$ cat src/le_ctrl_pkg.sv
package le_ctrl_pkg;

    // Number of logic elements handled by this block
    localparam int unsigned ELEM_COUNT = 8;
    // Dedicated low-skew inputs
    localparam int unsigned DED_COUNT  = 6;
    localparam int unsigned SYNC_WIDTH = 5 * ELEM_COUNT + DED_COUNT + 1;

    // APB register byte addresses
    localparam logic [7:0] MODE_LO_ADDR = 8'h00;
    localparam logic [7:0] MODE_HI_ADDR = 8'h04;
    localparam logic [7:0] CTRL_ADDR    = 8'h08;
    localparam logic [7:0] STATUS_ADDR  = 8'h0C;

    // Clear and preset mode codes, one per element
    localparam logic [2:0] MODE_CLEAR        = 3'h0;
    localparam logic [2:0] MODE_PRESET       = 3'h1;
    localparam logic [2:0] MODE_CLEAR_PRESET = 3'h2;
    localparam logic [2:0] MODE_LOAD_CLEAR   = 3'h3;
    localparam logic [2:0] MODE_LOAD_PRESET  = 3'h4;
    localparam logic [2:0] MODE_LOAD_ONLY    = 3'h5;

    // Per-element configuration byte
    typedef struct packed {
        logic       spare;
        logic       cen_use;     // Take enable from the clock-enable data input
        logic       rst_one;     // Chip reset sets instead of clears, in preset-capable modes only
        logic       preset_inv;  // Preset via inverted register and clear
        logic       clr_sel;     // Clear mode: 0 first line, 1 second line
        logic [2:0] mode;
    } elem_cfg_t;

    // Per-element inputs from user logic and routing
    typedef struct packed {
        logic data_in;
        logic clock_enable_data_input;
        logic async_load_data_input;
        logic block_control_line_first_n;
        logic block_control_line_second_n;
    } elem_pins_t;

    // Global control register
    typedef struct packed {
        logic [21:0] spare;
        logic [2:0]  glob_cen_sel;   // Values of DED_COUNT and above select none
        logic [2:0]  glob_pre_sel;
        logic [2:0]  glob_clr_sel;
        logic        chip_reset_en;
    } ctrl_t;

    localparam logic [31:0] MODE_RESET = 32'h0000_0000;
    localparam logic [31:0] CTRL_RESET = 32'h0000_0FFE;

endpackage

$ cat src/le_register_async_control.sv
// Chosen here: the placing of the registers and the APB register port.
`timescale 1ns/1ps
// Function
// - Clear and preset come only from load data and two control lines
// - Controls are active low; unused ones sit high and never act
// - Six exclusive modes chosen by configuration
// - Load modes: first line copies load data into register three edges late
// - Clear mode: chosen line clears, preset held inactive
// - Preset as load: load data forced high, first line sets one
// - Alternative preset: clear with inverted data and output
// - Single-line inverted preset leaves load data input unused
// - Clear and preset: first line sets one, second clears
// - Load with clear: first loads via both, second drives clear only
// - Load with preset: inverted register, second presets, first loads inverted
// - Load only: first line loads through preset and clear
// - Enabled chip reset overrides every other control
// - Preset-capable registers may reset to one
// - Six dedicated inputs usable as global clear, preset, enable or data
// - Synchronous clock enable, optionally from the enable data input
module le_register_async_control (
    input  wire logic                                         pclk,
    input  wire logic                                         presetn,
    input  wire logic                                         psel,
    input  wire logic                                         penable,
    input  wire logic                                         pwrite,
    input  wire logic [7:0]                                   paddr,
    input  wire logic [31:0]                                  pwdata,
    output logic      [31:0]                                  prdata,
    output logic                                              pready,
    output logic                                              pslverr,
    input  wire le_ctrl_pkg::elem_pins_t [le_ctrl_pkg::ELEM_COUNT-1:0] elem_pins,
    input  wire logic [le_ctrl_pkg::DED_COUNT-1:0]            dedicated_in,
    input  wire logic                                         chip_reset_n,
    output logic      [le_ctrl_pkg::ELEM_COUNT-1:0]           elem_q,
    output logic      [le_ctrl_pkg::DED_COUNT-1:0]            dedicated_data
);

    localparam int unsigned N = le_ctrl_pkg::ELEM_COUNT;
    localparam int unsigned W = le_ctrl_pkg::SYNC_WIDTH;

    // Controls act three edges late, but no flop is reset by logic
    // Two-stage synchroniser for every pin input
    logic [W-1:0] sync1_reg;
    logic [W-1:0] sync2_reg;
    logic [W-1:0] pins_raw;

    assign pins_raw = {chip_reset_n, dedicated_in, elem_pins};

    // Reset value keeps active-low controls inactive
    always_ff @(posedge pclk or negedge presetn) begin
        if (!presetn) begin
            sync1_reg <= {W{1'b1}};
            sync2_reg <= {W{1'b1}};
        end else begin
            sync1_reg <= pins_raw;
            sync2_reg <= sync1_reg;
        end
    end

    le_ctrl_pkg::elem_pins_t [N-1:0]           pins_s;
    logic [le_ctrl_pkg::DED_COUNT-1:0]         ded_s;
    logic                                      chip_reset_n_s;

    assign pins_s         = sync2_reg[5*N-1:0];
    assign ded_s          = sync2_reg[W-2 -: le_ctrl_pkg::DED_COUNT];
    assign chip_reset_n_s = sync2_reg[W-1];

    assign dedicated_data = ded_s;

    // Configuration registers
    logic [31:0]        mode_lo_reg;
    logic [31:0]        mode_lo_next;
    logic [31:0]        mode_hi_reg;
    logic [31:0]        mode_hi_next;
    le_ctrl_pkg::ctrl_t ctrl_reg;
    le_ctrl_pkg::ctrl_t ctrl_next;
    logic [31:0]        prdata_reg;
    logic [31:0]        prdata_next;
    logic [N-1:0]       store_reg;
    logic [N-1:0]       store_next;

    le_ctrl_pkg::elem_cfg_t [N-1:0] cfg;

    // Element k takes byte k of the low word, then the high word
    assign cfg = {mode_hi_reg, mode_lo_reg};

    // APB decode
    logic wr_access;
    logic setup;
    logic addr_hit;

    assign wr_access = psel && penable && pwrite;
    assign setup     = psel && !penable;
    assign addr_hit  = (paddr == le_ctrl_pkg::MODE_LO_ADDR) ||
                       (paddr == le_ctrl_pkg::MODE_HI_ADDR) ||
                       (paddr == le_ctrl_pkg::CTRL_ADDR)    ||
                       (paddr == le_ctrl_pkg::STATUS_ADDR);
    // No wait states, so a master never stalls
    assign pready    = 1'b1;
    assign pslverr   = psel && penable && !addr_hit;
    assign prdata    = prdata_reg;

    always_comb begin
        mode_lo_next = mode_lo_reg;
        mode_hi_next = mode_hi_reg;
        ctrl_next    = ctrl_reg;
        prdata_next  = prdata_reg;
        if (wr_access) begin
            case (paddr)
                le_ctrl_pkg::MODE_LO_ADDR: begin
                    mode_lo_next = pwdata;
                end
                le_ctrl_pkg::MODE_HI_ADDR: begin
                    mode_hi_next = pwdata;
                end
                le_ctrl_pkg::CTRL_ADDR: begin
                    ctrl_next = {22'h00_0000, pwdata[9:0]};
                end
                default: begin
                    ctrl_next = ctrl_reg;
                end
            endcase
        end
        // Read data captured in setup so it leaves a flip-flop
        if (setup) begin
            case (paddr)
                le_ctrl_pkg::MODE_LO_ADDR: begin
                    prdata_next = mode_lo_reg;
                end
                le_ctrl_pkg::MODE_HI_ADDR: begin
                    prdata_next = mode_hi_reg;
                end
                le_ctrl_pkg::CTRL_ADDR: begin
                    prdata_next = ctrl_reg;
                end
                le_ctrl_pkg::STATUS_ADDR: begin
                    prdata_next = {17'h0_0000, chip_reset_n_s, ded_s, elem_q};
                end
                default: begin
                    prdata_next = 32'h0000_0000;
                end
            endcase
        end
    end

    always_ff @(posedge pclk or negedge presetn) begin
        if (!presetn) begin
            mode_lo_reg <= le_ctrl_pkg::MODE_RESET;
            mode_hi_reg <= le_ctrl_pkg::MODE_RESET;
            ctrl_reg    <= le_ctrl_pkg::CTRL_RESET;
            prdata_reg  <= 32'h0000_0000;
        end else begin
            mode_lo_reg <= mode_lo_next;
            mode_hi_reg <= mode_hi_next;
            ctrl_reg    <= ctrl_next;
            prdata_reg  <= prdata_next;
        end
    end

    // global clear, preset, enable from dedicated inputs
    logic glob_clr_n;
    logic glob_pre_n;
    logic glob_cen;

    // Select codes six and seven leave the global line inactive
    always_comb begin
        glob_clr_n = 1'b1;
        glob_pre_n = 1'b1;
        glob_cen   = 1'b1;
        if (ctrl_reg.glob_clr_sel < 3'(le_ctrl_pkg::DED_COUNT)) begin
            glob_clr_n = ded_s[ctrl_reg.glob_clr_sel];
        end
        if (ctrl_reg.glob_pre_sel < 3'(le_ctrl_pkg::DED_COUNT)) begin
            glob_pre_n = ded_s[ctrl_reg.glob_pre_sel];
        end
        if (ctrl_reg.glob_cen_sel < 3'(le_ctrl_pkg::DED_COUNT)) begin
            glob_cen = ded_s[ctrl_reg.glob_cen_sel];
        end
    end

    // A disabled chip reset leaves each register to its own controls
    logic chip_reset_act;

    assign chip_reset_act = ctrl_reg.chip_reset_en && !chip_reset_n_s;

    // Per-element register with its clear and preset network
    genvar gi;
    generate
        for (gi = 0; gi < N; gi++) begin : g_elem
            logic ld1;
            logic ld2;
            logic inv;
            logic prn;
            logic clrn;
            logic ld_val;
            logic has_pre;
            logic rst_ext;
            logic cen;

            // Global lines fold in, low-true, with each element's own line
            // only the two lines, each with its global line; no load data
            assign ld1 = !(pins_s[gi].block_control_line_first_n && glob_pre_n);
            assign ld2 = !(pins_s[gi].block_control_line_second_n && glob_clr_n);

            // mode selects primitive preset and clear
            always_comb begin
                inv     = 1'b0;
                prn     = 1'b1;
                clrn    = 1'b1;
                ld_val  = 1'b0;
                has_pre = 1'b0;
                case (cfg[gi].mode)
                    le_ctrl_pkg::MODE_CLEAR: begin
                        clrn = cfg[gi].clr_sel ? !ld2 : !ld1;
                    end
                    le_ctrl_pkg::MODE_PRESET: begin
                        has_pre = 1'b1;
                        if (cfg[gi].preset_inv) begin
                            inv  = 1'b1;
                            clrn = !ld1;
                        end else begin
                            prn = !ld1;
                        end
                    end
                    le_ctrl_pkg::MODE_CLEAR_PRESET: begin
                        has_pre = 1'b1;
                        prn     = !ld1;
                        clrn    = !ld2;
                    end
                    le_ctrl_pkg::MODE_LOAD_CLEAR: begin
                        // load via both, clear via second
                        ld_val = pins_s[gi].async_load_data_input;
                        prn    = !(ld1 && ld_val);
                        clrn   = !((ld1 && !ld_val) || ld2);
                    end
                    le_ctrl_pkg::MODE_LOAD_PRESET: begin
                        // inverted storage and load data
                        // Stored bit is the complement of what the pin shows
                        has_pre = 1'b1;
                        inv     = 1'b1;
                        ld_val  = !pins_s[gi].async_load_data_input;
                        prn     = !(ld1 && ld_val);
                        clrn    = !((ld1 && !ld_val) || ld2);
                    end
                    le_ctrl_pkg::MODE_LOAD_ONLY: begin
                        ld_val = pins_s[gi].async_load_data_input;
                        prn    = !(ld1 && ld_val);
                        clrn   = !(ld1 && !ld_val);
                    end
                    default: begin
                        inv = 1'b0;
                    end
                endcase
            end

            // preset-capable element may reset to one
            assign rst_ext = has_pre && cfg[gi].rst_one;
            assign cen = glob_cen &&
                         (!cfg[gi].cen_use || pins_s[gi].clock_enable_data_input);

            // Clear beats preset when both act; the pair is otherwise undefined
            always_comb begin
                store_next[gi] = store_reg[gi];
                if (chip_reset_act) begin
                    store_next[gi] = rst_ext ^ inv;
                end else if (!clrn) begin
                    store_next[gi] = 1'b0;
                end else if (!prn) begin
                    store_next[gi] = 1'b1;
                end else if (cen) begin
                    store_next[gi] = pins_s[gi].data_in ^ inv;
                end
            end

            // An inversion change shows at once; the stored bit stays
            assign elem_q[gi] = store_reg[gi] ^ inv;
        end
    endgenerate

    always_ff @(posedge pclk or negedge presetn) begin
        if (!presetn) begin
            // Visible value after reset still follows the inversion setting
            store_reg <= '0;
        end else begin
            store_reg <= store_next;
        end
    end

endmodule // le_register_async_control

$ cat config.mk
export PLATFORM = sky130hd
export DESIGN_NAME = le_register_async_control
export DESIGN_NICKNAME = d
export VERILOG_FILES = /design/src/le_ctrl_pkg.sv /design/src/le_register_async_control.sv
export SDC_FILE = /design/constraint.sdc
export NUM_CORES = 1
export LEC_CHECK = 0
export ABC_AREA = 1
export BUFFER_PORTS_ARGS = -buffer_cell sky130_fd_sc_hd__buf_2
export CAP_MARGIN = 10
export CORE_ASPECT_RATIO = 1.1
export CORE_MARGIN = 4
export CORE_UTILIZATION = 40
export CTS_BUF_LIST = sky130_fd_sc_hd__clkbuf_8
export DETAILED_ROUTE_END_ITERATION = 12
export PLACE_DENSITY_LB_ADDON = 0.08
export SLEW_MARGIN = 15
export SYNTH_ARGS = -nofsm -noshare
export SYNTH_HDL_FRONTEND = slang
export SYNTH_SLANG_ARGS = --single-unit
$ cat constraint.sdc
create_clock -name pclk -period 2.2 [get_ports pclk]
set_clock_uncertainty 0.2 [all_clocks]
set_input_delay 0.44 -clock pclk [delete_from_list [all_inputs] [get_ports pclk]]
set_output_delay 0.44 -clock pclk [all_outputs]
set_load 0.01 [all_outputs]
==> metrics.yaml <==
run_status:
  status: "complete, but fails checks"
  violations: "setup timing"
finish:
  antennaDiodeCount: 0
  syn_to_final_growth_pct: 39.4
  fin_area_sq_um: 13200
  fin_nets: 1543
  drive_gt1_share_pct: 34.4
yosys:
  yosys-top-cells-count: "nand2_1 (384), inv_1 (137), o21ai_0 (119)"
  synth_top_area_share_pct: 28.8
  async_flop_share_pct: 100
  synth_area_leaders: "dfstp_2 (29%), dfrtp_1 (28%), nand2_1 (15%), o21ai_0 (6.3%), inv_1 (5.4%)"
  synth_edf_count: 0
  synth_top_area_cell: "dfstp_2"
  mappedNetlistArea_sq_um: 9490
  ys_types: 41
  ys_seq_elements: 209
  ys_warn_count: 0
  synthCells: 1116
  yosysMostFrequentCell: "nand2_1"
  syn-num-nets: 1208
  synth_ff_type: "dfrtp_1"
  ys_seq_area_share_pct: 56.5
  avgSynthCellArea_sq_um: 8.51
power:
  clockPowerShare_pct: 41.6
  combPwrFrac_pct: 8.6
  power_frac_seq_pct: 49.8
  peakVddDrop_v: 0.000386
  total_power_w: 0.00827
  power_leakage_nw: 6.74
  internal_power_w: 0.00618
  p_sw_w: 0.00209
  p_sw_share_pct: 25.3
  pwr_density_cell_nw_per_um2: 625
worst_setup_path:
  cp.arrival_ns: 1.74
  cp_slowest_cell: "dfrtp_2"
  r2r-end: "store_reg[5]$_DFFE_PN0P_"
  critPathLaunch: "mode_hi_reg[25]$_DFFE_PN0P_"
  crit_required_ns: 1.56
  crit_type: "reg -> out"
  reg2regPathDepth: 14
  start_kind: "register"
  reg2reg_setup_slack_ns: 0.09
  crit_end: "elem_q[7]"
  crit_path_end_kind: "output port"
  path_max_fanout: 6
  r2r-start: "mode_hi_reg[8]$_DFFE_PN0P_"
  path_cells: "nor3_4, nand2_2, nand2_4, xor2_4, buf_6"
  slowest_delay_ns: 0.46
grt:
  grt_first_pass_wirelength_mm: 45.1
  grt_max_degree: 52
  grt_pass1_vias: 8462
  antenna_found_initial: 0
  grt_usage_pct: 21.6
  grt.overflow.total: 0
sta:
  setup-tns-final_ns: -1.21
  fmaxAchievable_mhz: 420
  min_period_over_period_pct: 108
  setup_viol: 8
  hold_viol_final: 0
  rsz0062_at_grt: "true"
  post-route-min-period_ns: 2.38
  finalWorstSetupSlack_ns: -0.179
  slew_violations: 0
drt:
  drtIter0Drc: 417
  met3_length_mm: 1.30
  wl_met1_mm: 13.2
  top_layer_used: "met4"
  routed_wirelength_mm: 28.3
  ant_nets: 0
  drc: 0
  wl_met2_mm: 13.2
  vias: 8482
  wl_per_cell_microns: 15.9
  drt_pre_antenna_iters: 5
  vias_per_cell: 4.76
floorplan:
  fp-row-count: 58
  die_width_microns: 155
  start_util_pct: 41.1
  core_sq_um: 23100
  die_area_sq_um: 26300
  pin_count: 140
  dieHeight_microns: 170
placed_design:
  place_ws_ns: -0.140
  place_hpwl_mm: 19.2
  io_buffers: 138
  gp_congestion: 0.902
  placed_area_sq_um: 10800
cts:
  clk_pin_slew_worst_paths_ns: 0.07
  clockBufferDepth: 3
  clock_sinks: 209
  cts_root_buf: "clkbuf_8"
  cts_buffers: 38
  clk_latency_ns: 0.54
  cts_tree: "built"
  ctsHtreeMaxLevel: 2
job:
  drv_cap: 0
hold_path:
  hold_path.class: "reg -> reg"
-- layout by cell type, fill, tap and decap left out, types with 3 or more instances in the layout --
| master | n |
|---|---|
| nand4_1 | 6 |
| nand2_2 | 20 |
| buf_12 | 10 |
| inv_1 | 143 |
| dfrtp_2 | 12 |
| a22o_1 | 6 |
| clkbuf_8 | 44 |
| nor2_4 | 5 |
| or2_2 | 3 |
| o21ai_0 | 115 |
| nand2_1 | 362 |
| inv_2 | 16 |
| clkinvlp_4 | 3 |
| nor2_1 | 30 |
| a21oi_1 | 17 |
| buf_2 | 135 |
| o21ai_1 | 19 |
| nor3_1 | 6 |
| nand3_4 | 3 |
| nand3_2 | 6 |
| nand3_1 | 46 |
| buf_6 | 5 |
| xor2_2 | 6 |
| clkinv_2 | 8 |
| xnor2_1 | 7 |
| o22ai_1 | 15 |
| nand2_4 | 7 |
| xor2_1 | 8 |
| nor2_2 | 5 |
| nor3_4 | 6 |
| dfrtp_1 | 93 |
| dfstp_2 | 104 |
| buf_4 | 100 |
| dlygate4sd3_1 | 80 |
| o2111ai_1 | 5 |
-- worst min path at each step --
stage                                        from                      end  slack (ns)  cells after the start
after floorplan                           presetn  ctrl_reg[0]$_DFFE_PN0P_       -0.06                      0
after global placement    sync1_reg[40]$_DFF_PN1_  sync2_reg[40]$_DFF_PN1_        0.15                      0
after detailed placement  sync1_reg[10]$_DFF_PN1_  sync2_reg[10]$_DFF_PN1_        0.15                      0
after CTS                 sync1_reg[12]$_DFF_PN1_  sync2_reg[12]$_DFF_PN1_        0.14                      0
after global routing      sync1_reg[11]$_DFF_PN1_  sync2_reg[11]$_DFF_PN1_        0.15                      0
final                     sync1_reg[12]$_DFF_PN1_  sync2_reg[12]$_DFF_PN1_        0.14                      0
-- power groups by stage --
stage / sequential, W / clock [W] / combinational (W)
floorplan: 0.00415 / 0 / 0.000240
global placement: 0.00417 / 0 / 0.000538
detailed placement: 0.00417 / 0 / 0.000538
CTS: 0.00412 / 0.00355 / 0.000688
global route: 0.00413 / 0.00375 / 0.000797
finish: 0.00412 / 0.00344 / 0.000713
-- layout make-up --
class,instances,area [sq um]
Clock buffer,43,592
Clock inverter,27,126
Fill cell,2138,9850
Inverter,146,549
Multi-Input combinational cell,725,3710
Sequential cell,209,5380
Tap cell,300,375
Timing Repair Buffer,331,2500
-- stage by stage --
step           std cells  util (%)  hold slack, ns
2_1_floorplan       1116         -         -0.0556
3_3_place_gp        1553      46.6           0.145
3_5_place_dp        1553      46.6           0.147
4_1_cts             1756      55.7           0.145
5_1_grt             1781      57.3           0.151
6_report            1781      57.3           0.142
-- critical path, delay by kind of cell (launching register included) --
family | cells | cell delay, ns
XOR/XNOR | 1 | 0.17
buffers and inverters | 1 | 0.12
flip-flops | 1 | 0.46
AND/OR/NAND/NOR | 3 | 0.45
-- kinds of logic after synthesis --
kind of cell | synth area share (%)
flip-flops | 56.5
AO/OA/AOI/OAI | 10.8
other | 0.0395
AND/OR/NAND/NOR | 22.8
buffers and inverters | 7.82
XOR/XNOR | 2.12
-- per-layer routing --
metal	up-vias	track usage, %
met1	4009	29.8
met2	212	35.4
met4	0	6.49
li1	4211	-
met5	-	0
met3	50	3.60
-- repair_timing --
action | 4_1_cts | 5_1_grt
hold endpoints to repair | 141 | 0
gates resized for setup | 56 | 45
pin swaps | 25 | 32
endpoints found under the setup margin | 8 | 15
setup buffers | 53 | 27
hold buffers | 80 | 0
(Power assumes the default switching activity.)
